## src/logic/epod_pkg.sv

```systemverilog
// shared constants, register map and helpers of the encoder pulse output divider
package epod_pkg;
  // clock and timing
  localparam int CLK_PERIOD_NS = 10;
  localparam int EDGE_MIN_NS = 40;
  localparam int EDGE_MIN_CYC_I = (EDGE_MIN_NS + CLK_PERIOD_NS - 1) / CLK_PERIOD_NS;
  localparam logic [2:0] EDGE_MIN_CYC = 3'(EDGE_MIN_CYC_I);
  localparam logic [1:0] BOOT_CYC = 2'h3;
  localparam logic [1:0] INDEX_EDGES = 2'h2;
  // parameter limits and reset values
  localparam logic [12:0] RES_MIN = 13'h0001;
  localparam logic [12:0] RES_MAX = 13'h1000;
  localparam logic [12:0] RES_RST = 13'h0014;
  localparam logic DIR_RST = 1'b0;
  localparam logic DIR_BOTH = 1'b1;
  localparam logic [31:0] PITCH_RST = 32'h0000_07D0;
  localparam logic [15:0] SPEED_RST = 16'h0032;
  localparam logic [15:0] COUNTS_RST = 16'h0400;
  localparam logic [47:0] LIMIT_NUM = 48'h0000_0000_0048;
  localparam logic [47:0] LIMIT_DEN = 48'h0000_0000_0064;
  localparam logic [2:0] MASK_RST = 3'h0;
  // bus
  localparam int AXI_ADDR_W = 8;
  localparam logic [1:0] AXI_OKAY = 2'b00;
  localparam logic [1:0] AXI_SLVERR = 2'b10;
  // register byte offsets
  localparam logic [7:0] OFF_CTRL = 8'h00;
  localparam logic [7:0] OFF_RES = 8'h04;
  localparam logic [7:0] OFF_DIR = 8'h08;
  localparam logic [7:0] OFF_PITCH = 8'h0C;
  localparam logic [7:0] OFF_SPEED = 8'h10;
  localparam logic [7:0] OFF_COUNTS = 8'h14;
  localparam logic [7:0] OFF_STATUS = 8'h18;
  localparam logic [7:0] OFF_MASK = 8'h1C;
  localparam logic [7:0] OFF_MON_LO = 8'h20;
  localparam logic [7:0] OFF_MON_HI = 8'h24;
  localparam logic [7:0] OFF_POS = 8'h28;
  // field positions
  localparam int CTRL_RESTART = 0;
  localparam int CTRL_CFG_ERR = 1;
  localparam int CTRL_SERIAL = 2;
  localparam int ST_SET_ERR = 0;
  localparam int ST_OVERSPEED = 1;
  localparam int ST_INDEX = 2;
  localparam int ZSLOTS = 4;
  localparam logic [2:0] ZSLOTS_W = 3'h4;

  // quadrature level pair to a 0..3 count phase
  function automatic logic [1:0] quad_code(input logic a, input logic b);
    quad_code = a ? (b ? 2'h2 : 2'h1) : (b ? 2'h3 : 2'h0);
  endfunction

  // byte-lane merge of a write into an old word
  function automatic logic [31:0] wmerge(input logic [31:0] old, input logic [31:0] d,
                                         input logic [3:0] s);
    logic [31:0] r;
    r = old;
    for (int i = 0; i < 4; i++) begin
      if (s[i]) begin
        r[8*i +: 8] = d[8*i +: 8];
      end
    end
    wmerge = r;
  endfunction
endpackage

```

## src/logic/epod_sync.sv

```systemverilog
// two-stage pin synchroniser with rising-edge pulse
`timescale 1ns/10ps
module epod_sync (
  input wire logic clk,
  input wire logic rst,
  input wire logic din,
  output logic q,
  output logic rise
);
  typedef struct packed {
    logic s1;
    logic s2;
    logic s3;
  } epod_sync_s;

  epod_sync_s st;
  epod_sync_s next_st;

  // shift chain, first stage feeds only the second
  always_comb begin
    next_st = st;
    next_st.s1 = din;
    next_st.s2 = st.s1;
    next_st.s3 = st.s2;
  end

  always_ff @(posedge clk) begin
    if (rst) begin
      st <= '0;
    end else begin
      st <= next_st;
    end
  end

  assign q = st.s2;
  assign rise = st.s2 & ~st.s3;
endmodule

```

## src/logic/epod_zslot.sv

```systemverilog
// one stored zero-point position with compare
`timescale 1ns/10ps
module epod_zslot (
  input wire logic clk,
  input wire logic rst,
  input wire logic clear,
  input wire logic load,
  input wire logic [31:0] load_pos,
  input wire logic [31:0] cmp_pos,
  output logic match
);
  typedef struct packed {
    logic valid;
    logic [31:0] pos;
  } epod_zslot_s;

  epod_zslot_s st;
  epod_zslot_s next_st;

  // clear wins over load
  always_comb begin
    next_st = st;
    if (clear) begin
      next_st.valid = 1'b0;
    end else if (load) begin
      next_st.valid = 1'b1;
      next_st.pos = load_pos;
    end
  end

  always_ff @(posedge clk) begin
    if (rst) begin
      st <= '0;
    end else begin
      st <= next_st;
    end
  end

  assign match = st.valid && (st.pos == cmp_pos);
endmodule

```

## src/logic/epod_top.sv

```systemverilog
// encoder pulse output divider: scale decode, divider, phase-C gating, alarms, AXI4-Lite
// Behaviour
// with direction select at 1 the zero-point pulse is emitted in reverse travel too.
// with direction select at default the pulse is emitted only on forward passage.
// every zero point of a multi-zero scale gets its own first-passage gating; the code stores only four points, later points get none.
// with a serial converter unit the pulse is emitted both ways, select ignored.
// output resolution accepts 1 to 4096 edges per pitch, default 20.
// four-fold feedback counts per pitch are divided down to the set edge count.
// resolution is bounded by pitch/100 divided by max speed times 72.
// out-of-range or over-limit resolution raises the setting error alarm.
// output edges faster than the resolution allows raise the overspeed alarm.
// a recognised scale pitch replaces the pitch setting and shows on monitors; the code ignores it when a serial converter is present at restart.
// outputs A and B are in quadrature, 90 degrees apart.
// the zero-point pulse lasts as long as a phase-A pulse.
// a position stored on forward passage yields a pulse when crossed either way.
// after power-up reverse-only crossings give no pulse until a forward pass.
// parameters are taken only at restart, and restart clears stored positions.
`timescale 1ns/10ps
module epod_top (
  input wire logic CORE_CLK,
  input wire logic SYS_RST,
  input wire logic SCALE_A,
  input wire logic SCALE_B,
  input wire logic SCALE_Z,
  input wire logic SERIAL_CONV,
  input wire logic PITCH_AUTO_VALID,
  input wire logic [31:0] PITCH_AUTO,
  input wire logic S_AXI_AWVALID,
  output logic S_AXI_AWREADY,
  input wire logic [epod_pkg::AXI_ADDR_W-1:0] S_AXI_AWADDR,
  input wire logic S_AXI_WVALID,
  output logic S_AXI_WREADY,
  input wire logic [31:0] S_AXI_WDATA,
  input wire logic [3:0] S_AXI_WSTRB,
  output logic S_AXI_BVALID,
  input wire logic S_AXI_BREADY,
  output logic [1:0] S_AXI_BRESP,
  input wire logic S_AXI_ARVALID,
  output logic S_AXI_ARREADY,
  input wire logic [epod_pkg::AXI_ADDR_W-1:0] S_AXI_ARADDR,
  output logic S_AXI_RVALID,
  input wire logic S_AXI_RREADY,
  output logic [31:0] S_AXI_RDATA,
  output logic [1:0] S_AXI_RRESP,
  output logic QUAD_OUT_A,
  output logic QUAD_OUT_B,
  output logic INDEX_OUT,
  output logic ALARM_SET_ERR,
  output logic ALARM_OVERSPEED,
  output logic IRQ
);
  import epod_pkg::*;

  typedef struct packed {
    logic [1:0] boot;
    logic awready;
    logic aw_held;
    logic [7:0] awaddr;
    logic wready;
    logic w_held;
    logic [31:0] wdata;
    logic [3:0] wstrb;
    logic bvalid;
    logic [1:0] bresp;
    logic arready;
    logic rvalid;
    logic [31:0] rdata;
    logic [1:0] rresp;
    logic [12:0] stg_res;
    logic stg_dir;
    logic [31:0] stg_pitch;
    logic [15:0] stg_speed;
    logic [15:0] stg_counts;
    logic [12:0] res;
    logic dir;
    logic serial;
    logic [15:0] counts;
    logic cfg_err;
    logic [31:0] mon_pitch;
    logic [1:0] fb_code;
    logic fb_dir;
    logic [31:0] pos;
    logic [15:0] acc;
    logic [1:0] q;
    logic [2:0] spc;
    logic idx_on;
    logic [1:0] idx_cnt;
    logic [2:0] fill;
    logic [2:0] status;
    logic [2:0] mask;
    logic qa;
    logic qb;
    logic qidx;
    logic irq;
    logic al_set;
    logic al_ovs;
  } epod_state_s;

  epod_state_s st;
  epod_state_s next_st;

  logic a_q;
  logic b_q;
  logic z_q;
  logic z_rise;
  logic ser_q;
  logic [1:0] fb_new;
  logic fb_fwd;
  logic fb_rev;
  logic [31:0] pos_next;
  logic [ZSLOTS-1:0] slot_load;
  logic [ZSLOTS-1:0] slot_match;
  logic slot_clear;

  // pin synchronisers
  epod_sync u_sync_a (.clk(CORE_CLK), .rst(SYS_RST), .din(SCALE_A), .q(a_q), .rise());
  epod_sync u_sync_b (.clk(CORE_CLK), .rst(SYS_RST), .din(SCALE_B), .q(b_q), .rise());
  epod_sync u_sync_z (.clk(CORE_CLK), .rst(SYS_RST), .din(SCALE_Z), .q(z_q), .rise(z_rise));
  epod_sync u_sync_s (.clk(CORE_CLK), .rst(SYS_RST), .din(SERIAL_CONV), .q(ser_q), .rise());

  // x4 feedback decode, no steps while booting
  assign fb_new = quad_code(a_q, b_q);
  assign fb_fwd = (st.boot == 2'h0) && (fb_new == 2'(st.fb_code + 2'h1));
  assign fb_rev = (st.boot == 2'h0) && (fb_new == 2'(st.fb_code - 2'h1));
  assign pos_next = fb_fwd ? 32'(st.pos + 32'h0000_0001) :
                    fb_rev ? 32'(st.pos - 32'h0000_0001) : st.pos;

  // one slot per zero point, four slots for the first four points
  for (genvar i = 0; i < ZSLOTS; i++) begin : g_slot
    epod_zslot u_slot (
      .clk(CORE_CLK),
      .rst(SYS_RST),
      .clear(slot_clear),
      .load(slot_load[i]),
      .load_pos(pos_next),
      .cmp_pos(pos_next),
      .match(slot_match[i])
    );
  end

  // next-state logic
  always_comb begin
    logic restart;
    logic run;
    logic both;
    logic zdir;
    logic emit;
    logic up;
    logic dn;
    logic edge_out;
    logic ovs;
    logic err;
    logic auto_ok;
    logic [16:0] sum;
    logic [31:0] pitch_sel;
    logic [47:0] lhs;
    logic [47:0] rhs;
    logic [2:0] w1c;
    logic [2:0] set;
    logic [7:0] waddr;
    logic [7:0] raddr;
    restart = 1'b0;
    run = ~st.cfg_err;
    both = (st.dir == DIR_BOTH) | st.serial;
    zdir = fb_fwd ? 1'b1 : (fb_rev ? 1'b0 : st.fb_dir);
    emit = 1'b0;
    up = 1'b0;
    dn = 1'b0;
    edge_out = 1'b0;
    ovs = 1'b0;
    err = 1'b0;
    auto_ok = PITCH_AUTO_VALID & ~ser_q;
    sum = 17'(st.acc) + 17'(st.res);
    pitch_sel = st.stg_pitch;
    lhs = '0;
    rhs = '0;
    w1c = '0;
    set = '0;
    waddr = {st.awaddr[7:2], 2'b00};
    raddr = {S_AXI_ARADDR[7:2], 2'b00};
    slot_load = '0;
    slot_clear = 1'b0;
    next_st = st;

    // boot countdown, one restart once the synchronisers hold pin levels
    if (st.boot != 2'h0) begin
      next_st.boot = 2'(st.boot - 2'h1);
      next_st.fb_code = fb_new;
      restart = (st.boot == 2'h1);
    end else begin
      next_st.fb_code = fb_new;
    end
    next_st.pos = pos_next;
    if (fb_fwd | fb_rev) begin
      next_st.fb_dir = fb_fwd;
    end

    // rate divider on four-fold counts
    if (run && fb_fwd) begin
      if (sum >= 17'(st.counts)) begin
        next_st.acc = 16'(sum - 17'(st.counts));
        up = 1'b1;
      end else begin
        next_st.acc = 16'(sum);
      end
    end else if (run && fb_rev) begin
      if (st.acc >= 16'(st.res)) begin
        next_st.acc = 16'(st.acc - 16'(st.res));
      end else begin
        next_st.acc = 16'(17'(st.acc) + 17'(st.counts) - 17'(st.res));
        dn = 1'b1;
      end
    end
    edge_out = up | dn;

    // quadrature phase counter
    if (up) begin
      next_st.q = 2'(st.q + 2'h1);
    end else if (dn) begin
      next_st.q = 2'(st.q - 2'h1);
    end

    // edge spacing watch
    if (edge_out) begin
      ovs = (st.spc != 3'h0);
      next_st.spc = 3'(EDGE_MIN_CYC - 3'h1);
    end else if (st.spc != 3'h0) begin
      next_st.spc = 3'(st.spc - 3'h1);
    end

    // zero-point gating by direction
    if (run && st.boot == 2'h0) begin
      // reverse only through stored points
      emit = (z_rise & (both | zdir)) | (~both & fb_rev & (|slot_match));
      // store each new forward zero point while fewer than four are held
      if (z_rise && zdir && !(|slot_match) && st.fill < ZSLOTS_W) begin
        slot_load[st.fill[1:0]] = 1'b1;
        next_st.fill = 3'(st.fill + 3'h1);
      end
    end

    // index held for the two edges of a phase-A pulse
    if (emit) begin
      next_st.idx_on = 1'b1;
      next_st.idx_cnt = 2'h0;
    end else if (st.idx_on && edge_out) begin
      if (st.idx_cnt == 2'(INDEX_EDGES - 2'h1)) begin
        next_st.idx_on = 1'b0;
      end else begin
        next_st.idx_cnt = 2'(st.idx_cnt + 2'h1);
      end
    end

    // AXI write address and data capture
    if (S_AXI_AWVALID && st.awready) begin
      next_st.aw_held = 1'b1;
      next_st.awaddr = S_AXI_AWADDR;
    end
    if (S_AXI_WVALID && st.wready) begin
      next_st.w_held = 1'b1;
      next_st.wdata = S_AXI_WDATA;
      next_st.wstrb = S_AXI_WSTRB;
    end
    if (st.bvalid && S_AXI_BREADY) begin
      next_st.bvalid = 1'b0;
    end

    // register write
    if (st.aw_held && st.w_held && !st.bvalid) begin
      next_st.aw_held = 1'b0;
      next_st.w_held = 1'b0;
      next_st.bvalid = 1'b1;
      next_st.bresp = AXI_OKAY;
      unique case (waddr)
        OFF_CTRL: restart = restart | (st.wstrb[0] & st.wdata[CTRL_RESTART]);
        OFF_RES: next_st.stg_res = 13'(wmerge(32'(st.stg_res), st.wdata, st.wstrb));
        OFF_DIR: next_st.stg_dir = st.wstrb[0] ? st.wdata[0] : st.stg_dir;
        OFF_PITCH: next_st.stg_pitch = wmerge(st.stg_pitch, st.wdata, st.wstrb);
        OFF_SPEED: next_st.stg_speed = 16'(wmerge(32'(st.stg_speed), st.wdata, st.wstrb));
        OFF_COUNTS: next_st.stg_counts = 16'(wmerge(32'(st.stg_counts), st.wdata, st.wstrb));
        OFF_STATUS: w1c = st.wstrb[0] ? st.wdata[2:0] : 3'h0;
        OFF_MASK: next_st.mask = st.wstrb[0] ? st.wdata[2:0] : st.mask;
        OFF_MON_LO, OFF_MON_HI, OFF_POS: next_st.bresp = AXI_OKAY;
        default: next_st.bresp = AXI_SLVERR;
      endcase
    end

    // register read
    if (st.rvalid && S_AXI_RREADY) begin
      next_st.rvalid = 1'b0;
    end
    if (S_AXI_ARVALID && st.arready) begin
      next_st.rvalid = 1'b1;
      next_st.rresp = AXI_OKAY;
      unique case (raddr)
        OFF_CTRL: next_st.rdata = 32'({st.serial, st.cfg_err, 1'b0});
        OFF_RES: next_st.rdata = 32'(st.stg_res);
        OFF_DIR: next_st.rdata = 32'(st.stg_dir);
        OFF_PITCH: next_st.rdata = st.stg_pitch;
        OFF_SPEED: next_st.rdata = 32'(st.stg_speed);
        OFF_COUNTS: next_st.rdata = 32'(st.stg_counts);
        OFF_STATUS: next_st.rdata = 32'(st.status);
        OFF_MASK: next_st.rdata = 32'(st.mask);
        OFF_MON_LO: next_st.rdata = 32'(st.mon_pitch[15:0]);
        OFF_MON_HI: next_st.rdata = 32'(st.mon_pitch[31:16]);
        OFF_POS: next_st.rdata = st.pos;
        default: begin
          next_st.rdata = 32'h0000_0000;
          next_st.rresp = AXI_SLVERR;
        end
      endcase
    end

    // parameters taken only here
    if (restart) begin
      // recognised pitch overrides the setting unless a serial converter is present
      pitch_sel = auto_ok ? PITCH_AUTO : st.stg_pitch;
      next_st.mon_pitch = auto_ok ? PITCH_AUTO : 32'h0000_0000;
      // resolution times 100 times speed within pitch times 72
      lhs = 48'(st.stg_res) * LIMIT_DEN * 48'(st.stg_speed);
      rhs = 48'(pitch_sel) * LIMIT_NUM;
      // range and limit check
      err = (st.stg_res < RES_MIN) | (st.stg_res > RES_MAX) | (st.stg_speed == 16'h0000) |
            (st.stg_counts == 16'h0000) | (16'(st.stg_res) > st.stg_counts) | (lhs > rhs);
      next_st.res = st.stg_res;
      next_st.dir = st.stg_dir;
      next_st.serial = ser_q;
      next_st.counts = st.stg_counts;
      next_st.cfg_err = err;
      next_st.acc = 16'h0000;
      next_st.spc = 3'h0;
      next_st.fill = 3'h0;
      next_st.idx_on = 1'b0;
      slot_clear = 1'b1;
    end

    // sticky status, set wins over clear
    set[ST_SET_ERR] = err;
    set[ST_OVERSPEED] = ovs;
    set[ST_INDEX] = emit;
    next_st.status = (st.status & ~w1c) | set;

    // registered outputs
    next_st.awready = ~next_st.aw_held & ~next_st.bvalid;
    next_st.wready = ~next_st.w_held & ~next_st.bvalid;
    next_st.arready = ~next_st.rvalid;
    next_st.qa = (next_st.q == 2'h1) | (next_st.q == 2'h2);
    next_st.qb = (next_st.q == 2'h2) | (next_st.q == 2'h3);
    next_st.qidx = next_st.idx_on;
    next_st.irq = |(next_st.status & next_st.mask);
    next_st.al_set = next_st.cfg_err;
    next_st.al_ovs = next_st.status[ST_OVERSPEED];
  end

  // state register
  always_ff @(posedge CORE_CLK) begin
    if (SYS_RST) begin
      st <= '0;
      st.boot <= BOOT_CYC;
      st.stg_res <= RES_RST;
      st.stg_dir <= DIR_RST;
      st.stg_pitch <= PITCH_RST;
      st.stg_speed <= SPEED_RST;
      st.stg_counts <= COUNTS_RST;
      st.res <= RES_RST;
      st.dir <= DIR_RST;
      st.counts <= COUNTS_RST;
      st.mask <= MASK_RST;
    end else begin
      st <= next_st;
    end
  end

  assign S_AXI_AWREADY = st.awready;
  assign S_AXI_WREADY = st.wready;
  assign S_AXI_BVALID = st.bvalid;
  assign S_AXI_BRESP = st.bresp;
  assign S_AXI_ARREADY = st.arready;
  assign S_AXI_RVALID = st.rvalid;
  assign S_AXI_RDATA = st.rdata;
  assign S_AXI_RRESP = st.rresp;
  assign QUAD_OUT_A = st.qa;
  assign QUAD_OUT_B = st.qb;
  assign INDEX_OUT = st.qidx;
  assign ALARM_SET_ERR = st.al_set;
  assign ALARM_OVERSPEED = st.al_ovs;
  assign IRQ = st.irq;
endmodule

```

## config.mk

```make
export PLATFORM = sky130hd
export DESIGN_NAME = epod_top
export DESIGN_NICKNAME = d
export VERILOG_FILES = /design/src/logic/epod_pkg.sv /design/src/logic/epod_sync.sv /design/src/logic/epod_zslot.sv /design/src/logic/epod_top.sv
export SDC_FILE = /design/constraint.sdc
export NUM_CORES = 2
export LEC_CHECK = 0
export BUFFER_PORTS_ARGS = -buffer_cell sky130_fd_sc_hd__buf_2
export CAP_MARGIN = 0
export CORE_UTILIZATION = 45
export CTS_BUF_LIST = sky130_fd_sc_hd__clkbuf_8
export CTS_CLUSTER_SIZE = 14
export DETAILED_ROUTE_END_ITERATION = 8
export GPL_TIMING_DRIVEN = 0
export SYNTH_ARGS = -nofsm -noshare
export SYNTH_HDL_FRONTEND = slang
export SYNTH_SLANG_ARGS = --single-unit
```

## constraint.sdc

```tcl
create_clock -name CORE_CLK -period 17.62 [get_ports CORE_CLK]
set_clock_uncertainty 0.05 [all_clocks]
set_input_delay 1.762 -clock CORE_CLK [delete_from_list [all_inputs] [get_ports CORE_CLK]]
set_output_delay 1.762 -clock CORE_CLK [all_outputs]
set_load 0.05 [all_outputs]
```

# After elaboration in Yosys (flattened, before gate mapping)
# Index checks and enable logic that the tools add are counted.
[totals]
out_inout_bits = 47
ramBits = 0
mem_bits_ro = 0
memories = 0
inputBits = 96
word_cells = 272
reg_bits = 444
latch_bits = 0
[classes]
n_eq_ne = 31
add_sub_neg = 15
n_shift = 0
div_mod_pow = 0
multipliers = 3
mux = 55
n_bitwise = 35
n_reduce_logical = 60
order_cmp = 9
[op_table]
columns = ["op", "count"]
rows = [
  ["32-bit one-hot mux with 11 select lines", 1],
  ["32-bit equality test", 4],
  ["32-bit 2-to-1 mux", 4],
  ["16-bit 2-to-1 mux", 4],
  ["6-bit by 3-bit equality test with 1-bit output (second input constant)", 8],
  ["36-bit by 39-bit greater-than comparator with 1-bit output", 1],
  ["37-bit 2-to-1 mux", 1],
  ["6-bit by 4-bit equality test with 1-bit output (second input constant)", 6],
  ["32-bit by 4-bit multiplier with 36-bit output (second input constant)", 1],
  ["35-bit 2-to-1 mux", 1],
  ["18-bit by 16-bit multiplier with 34-bit output", 1],
  ["33-bit 2-to-1 mux", 1],
  ["3-bit AND reduction", 11],
  ["32-bit by 1-bit adder with 32-bit output (second input constant)", 1],
  ["16-bit zero test", 2],
  ["16-bit by 13-bit subtractor with 16-bit output", 2],
  ["32-bit by 1-bit subtractor with 32-bit output (second input constant)", 1],
  ["3-bit 2-to-1 mux", 9],
  ["6-bit by 2-bit equality test with 1-bit output (second input constant)", 4],
  ["11-bit OR reduction", 2],
  ["1-bit logical AND", 21],
  ["1-bit 2-to-1 mux", 20],
  ["2-bit 2-to-1 mux", 10],
  ["13-bit by 5-bit multiplier with 18-bit output (second input constant)", 1],
  ["other kinds (37)", 91],
]

# Logic depth before layout (Yosys ltp)
[depth]
depth_word = 15
ltp_mapped = 54

# By module
# From an unflattened synthesis, not the netlist that was laid out.
[hier_totals]
hier_cells = 4573
area_unflattened_um2 = 37090.6
[by_module_without_submodules]
columns = ["module", "cells_per_inst", "n_inst", "area_each_um2"]
rows = [
  ["epod_top", 3793, 1, 30804.5],
  ["epod_zslot", 188, 4, 1483.9],
  ["epod_sync", 7, 4, 87.6],
]

# Worst setup path after synthesis
# Ideal clock, no wire load.
[synth_timing]
path_kind = "reg-to-reg"
startpoint = "register st[204] in the netlist's numbering"
endpoint = "register st[9] in the netlist's numbering"
arrival_time_ns = 11.689
setup_slack_ns = 5.749
synth_period_minus_slack_ns = 11.871
setup_time_ns = 0.132
path_stages_with_launch = 53
n_path_buf = 3
required_ns = 17.438
path_cell_list = "dfxtp_1 > clkbuf_1 > clkbuf_1 > inv_1 > ha_1 > ha_1 > ha_1 > ha_1 > a21o_1 > a21oi_1 > o21bai_1 > a21oi_1 > o21bai_1 > a21oi_1 > nor2b_1 > o21a_1 > o41a_1 > xor2_1 > [17 not listed] > o41ai_1 > o21ai_0 > nor4_1 > nor2_1 > a21o_1 > a211oi_1 > nor2_1 > ha_1 > a21o_1 > a21o_1 > a211oi_1 > o211a_1 > a21oi_1 > o21ai_0 > a21oi_1 > a31o_2 > o21ai_0 > a21oi_1"
[synth_between]
elab_chain_len = 8
[synth_rtl]
columns = ["item", "line_no", "rtl"]
rows = [
  ["start: declaration", "epod_top.sv:99", "epod_state_s st;"],
  ["start signal: assignment", "epod_top.sv:370", "st <= next_st;"],
  ["branches (longest 5 deep; another with 36-bit by 39-bit greater-than comparator with 1-bit output)", "-", ""],
  ["1-bit bitwise OR *", "epod_top.sv:324", "(st.stg_counts == 16'h0000) | (16'(st.stg_res) > st.stg_counts) | (lhs > rhs);"],
  ["1-bit 2-to-1 mux *", "epod_top.sv:315", "if (restart) begin"],
  ["3-bit bitwise OR *", "epod_top.sv:341", "next_st.status = (st.status & ~w1c) | set;"],
]
# Every way passes the cells marked *.
# A chain may end at the register's enable or synchronous reset.

# Worst setup path in the final report
[layout_timing]
startpoint = "register st[203] in the netlist's numbering"
endpoint = "register st (netlist bit IRQ)"
[layout_between]
elab_chain_len = 10
[layout_rtl]
columns = ["item", "line_no", "rtl"]
rows = [
  ["branches (longest 5 deep; another with 36-bit by 39-bit greater-than comparator with 1-bit output)", "-", ""],
  ["1-bit bitwise OR *", "epod_top.sv:324", ""],
  ["1-bit 2-to-1 mux *", "epod_top.sv:315", ""],
  ["3-bit bitwise OR *", "epod_top.sv:341", ""],
  ["3-bit AND *", "epod_top.sv:350", "next_st.irq = |(next_st.status & next_st.mask);"],
  ["3-bit OR reduction *", "epod_top.sv:350", ""],
]
# Marked as above.

==> flow_summary_export.csv <==
group,metric,value,unit
cells_and_area,nets,5596,
yosys,ys_types,101,
cells_and_area,drive_gt1_frac,0.08197,
worst_setup_path,crit_arrival,16.11,ns
timing,fin_crit_sh,0.8947,
worst_setup_path,critPathMaxStageDelay,0.77,ns
cells_and_area,multi_input_area,0.02718,mm2
cells_and_area,fillers,8459,
worst_setup_path,crit_path_end_kind,"flip-flop",
pwr,p_leak,19.23,nW
floorplanning,rows,107,
route,wl_per_cell,23.48,um
cts,cts_root_buffer,"clkbuf_8",
timing,whs,0.3935,ns
global_route,grt_pass1_wl,212100,um
worst_setup_path,timing.rr.end,"IRQ",
floorplanning,dieArea,0.08801,mm2
yosys,synth_top_cell_area_share,0.2249,
worst_setup_path,critPathKind,"reg2reg",
yosys,yosysMostFrequentCell,"nand2_1",
cts,cts_buffers,80,
timing,hold_viol,0,
yosys,ys_seq_elements,439,
cts,clkTransAtPathRegs,0.06,ns
cts,post_cts_buffers,0,
yosys,yosysWarnings,0,
place,post-dp-hpwl,117300,um
hold_path,worstHoldEndpoint,"u_sync_z.q",
yosys,yosysSeqAreaShare,0.2249,
route,wirelength,143400,um
yosys,synth_commonest_cells,"672 x nand2_1, 484 x inv_1, 439 x dfxtp_1",
route,via_per_inst,5.746,
worst_setup_path,critPathMaxFanout,10,
route,ant_nets,0,
yosys,synth_edf_count,0,
timing,fmax,0.06343,GHz
timing,fin_ws,1.855,ns
cells_and_area,top_register,"st",
timing,rsz0062_at_grt,"false",
route,vias,35110,
worst_setup_path,start_kind,"flip-flop",
worst_setup_path,slowest_stage,"a2111oi_0",
timing,fin_setup_tns,0,ns
place,gp_congestion,1.002,
cts,cts-resized-gates,0,
worst_setup_path,rrSetupSlack,1.86,ns
job,drv_cap,0,
route,drtIter0Drc,3399,
floorplanning,coreArea,0.08555,mm2
cells_and_area,largest_reg_flops,254,
timing,setup_viol,0,
pwr,power.density,59.86,mW/mm2
timing,tightest_slew,1.385,ns
floorplanning,num_io_pins,143,
cells_and_area,seqCellArea,0.008788,mm2
global_route,grt_usage,0.3243,
timing,max_slew_margin,0.06923,
cts,cts_hold_buffers,0,
cts,clock-sinks,439,
floorplanning,die_height,296.7,um
timing,slew_violations,0,
hold_path,hold_depth,1,
timing,period_needed,15.76,ns
yosys,avgSynthCellArea,8.324,um2
outcome,status,"finished, final reports clean",
global_route,antenna_found_initial,6,
hold_path,hp-class,"reg2reg",
cts,clock_latency,0.71,ns
worst_setup_path,crit_top_cell,"fa_1",
floorplanning,initial_core_util,0.4567,
place,portBuffers,134,
route,drtPass1Iterations,6,
cts,cts_tree,"built",
cts,cts.htree.levels,3,
yosys,async_flop_share,0,
yosys,synth_flop_cell,"dfxtp_1",
yosys,synthTopCellsByArea,"dfxtp_1 22%, fa_1 13%, ha_1 11%, nand2_1 6.5%, mux2i_1 5.2%",
cells_and_area,area_delta_synth_final,9.469,%
route,drc,0,
global_route,grt_max_degree,14,
cts,clock_path_buffers,3,
global_route,grt_overflow,0,
worst_setup_path,cp.required,17.97,ns
floorplanning,die_w,296.7,um
worst_setup_path,rr_startpoint,"st[203]",
yosys,syn_inst,4694,
pwr,ir_worst_vdd,50.38,uV
global_route,grt_pass1_vias,33360,
yosys,synth_area,0.03907,mm2
yosys,yosys.area.top_type,"dfxtp_1",
hold_path,worstHoldStart,"u_sync_z.next_st[1]",
place,place_ws,1.915,ns
worst_setup_path,worstRegToRegCells,53,
layer usage:
| layer | global-route usage | share of wire | vias up |
|---|---|---|---|
| li1 | - | - | 16350 |
| met1 | 0.4367 | 0.43 | 17030 |
| met2 | 0.5168 | 0.45 | 1432 |
| met3 | 0.04079 | 0.072 | 297 |
| met4 | 0.1495 | 0.049 | 8 |
| met5 | 0 | 0.00036 | - |
worst max-delay path by stage:
| stage | from | end | slack (ns) | cells past startpoint |
|---|---|---|---|---|
| CTS | st[203] | IRQ | 1.89 | 53 |
| finish | st[203] | IRQ | 1.86 | 53 |
| global route | st[204] | IRQ | 1.06 | 53 |
| detailed placement | st[203] | IRQ | 1.92 | 53 |
| floorplan | st[204] | st[9] | 5.75 | 52 |
| global placement | st[204] | IRQ | 1.69 | 51 |
power breakdown:
part | internal [mW] | switching, mW | total [mW]
Clock | 0.507 | 0.468 | 0.976
Combinational | 0.189 | 0.354 | 0.543
Sequential | 1.02 | 0.0238 | 1.04
Total | 1.71 | 0.846 | 2.56
stage by stage:
stage | utilization | power [mW] | instance area, um2 | instances
CTS | 0.4999 | 2.561 | 42760 | 6109
global placement | 0.4814 | 1.592 | 41180 | 5973
global route | 0.5000 | 2.661 | 42770 | 6110
floorplan | - | 1.424 | 39080 | 4695
detailed placement | 0.4817 | 1.594 | 41200 | 5975
finish | 0.5000 | 2.560 | 42770 | 6110
cells in the final DEF, fill, tap and decap left out, types with 46 or more instances in the layout:
cell | synthesis | layout
a21o_1 | 50 | 50
a21oi_1 | 258 | 258
and2_1 | 131 | 131
buf_2 | 9 | 144
clkbuf_1 | 198 | 198
clkbuf_8 | 0 | 95
dfxtp_1 | 439 | 439
fa_1 | 247 | 247
ha_1 | 340 | 340
inv_1 | 484 | 510
mux2i_1 | 202 | 202
nand2_1 | 672 | 672
nand2b_1 | 47 | 47
nand3_1 | 135 | 135
nor2_1 | 261 | 261
nor2b_1 | 46 | 46
nor3_1 | 86 | 85
o21ai_0 | 115 | 115
xnor2_1 | 145 | 145
xor2_1 | 106 | 106
cells by family (layout without fill, tap and decap cells):
family                     Yosys count  after routing  share of synthesized area
and+or+nand+nor                   1638           1638                     0.2015
AOI/OAI and AO/OA                  763            763                     0.1312
buffers and inverters              761           1031                    0.08009
adders and majority gates          587            587                     0.2354
DFF                                439            439                     0.2249
xor gates and xnor gates           265            265                    0.06404
muxes                              240            240                    0.06279
other                                1              3                 0.00009597
cell type report:
type,instances,area share
plain buffers,276,0.03060
well taps,1144,0.03346
flip-flops and latches,439,0.2055
clock inverters,39,0.005880
diodes,1,0.00005850
inverters,485,0.04256
repair buffers,136,0.01597
clock buffers,95,0.03057
multi-input cells,3495,0.6354
critical path: cells and delay by family (launching register included):
family / cells / cell delay, ns
XOR/XNOR: 1 / 0.61
flip-flops: 1 / 0.69
buffers and inverters: 7 / 1.89
adder cells (fa/ha/maj): 12 / 4.98
AND/OR/NAND/NOR: 10 / 1.68
AO/OA/AOI/OAI: 23 / 5.54
No activity file was read; power rests on OpenSTA's default activity.
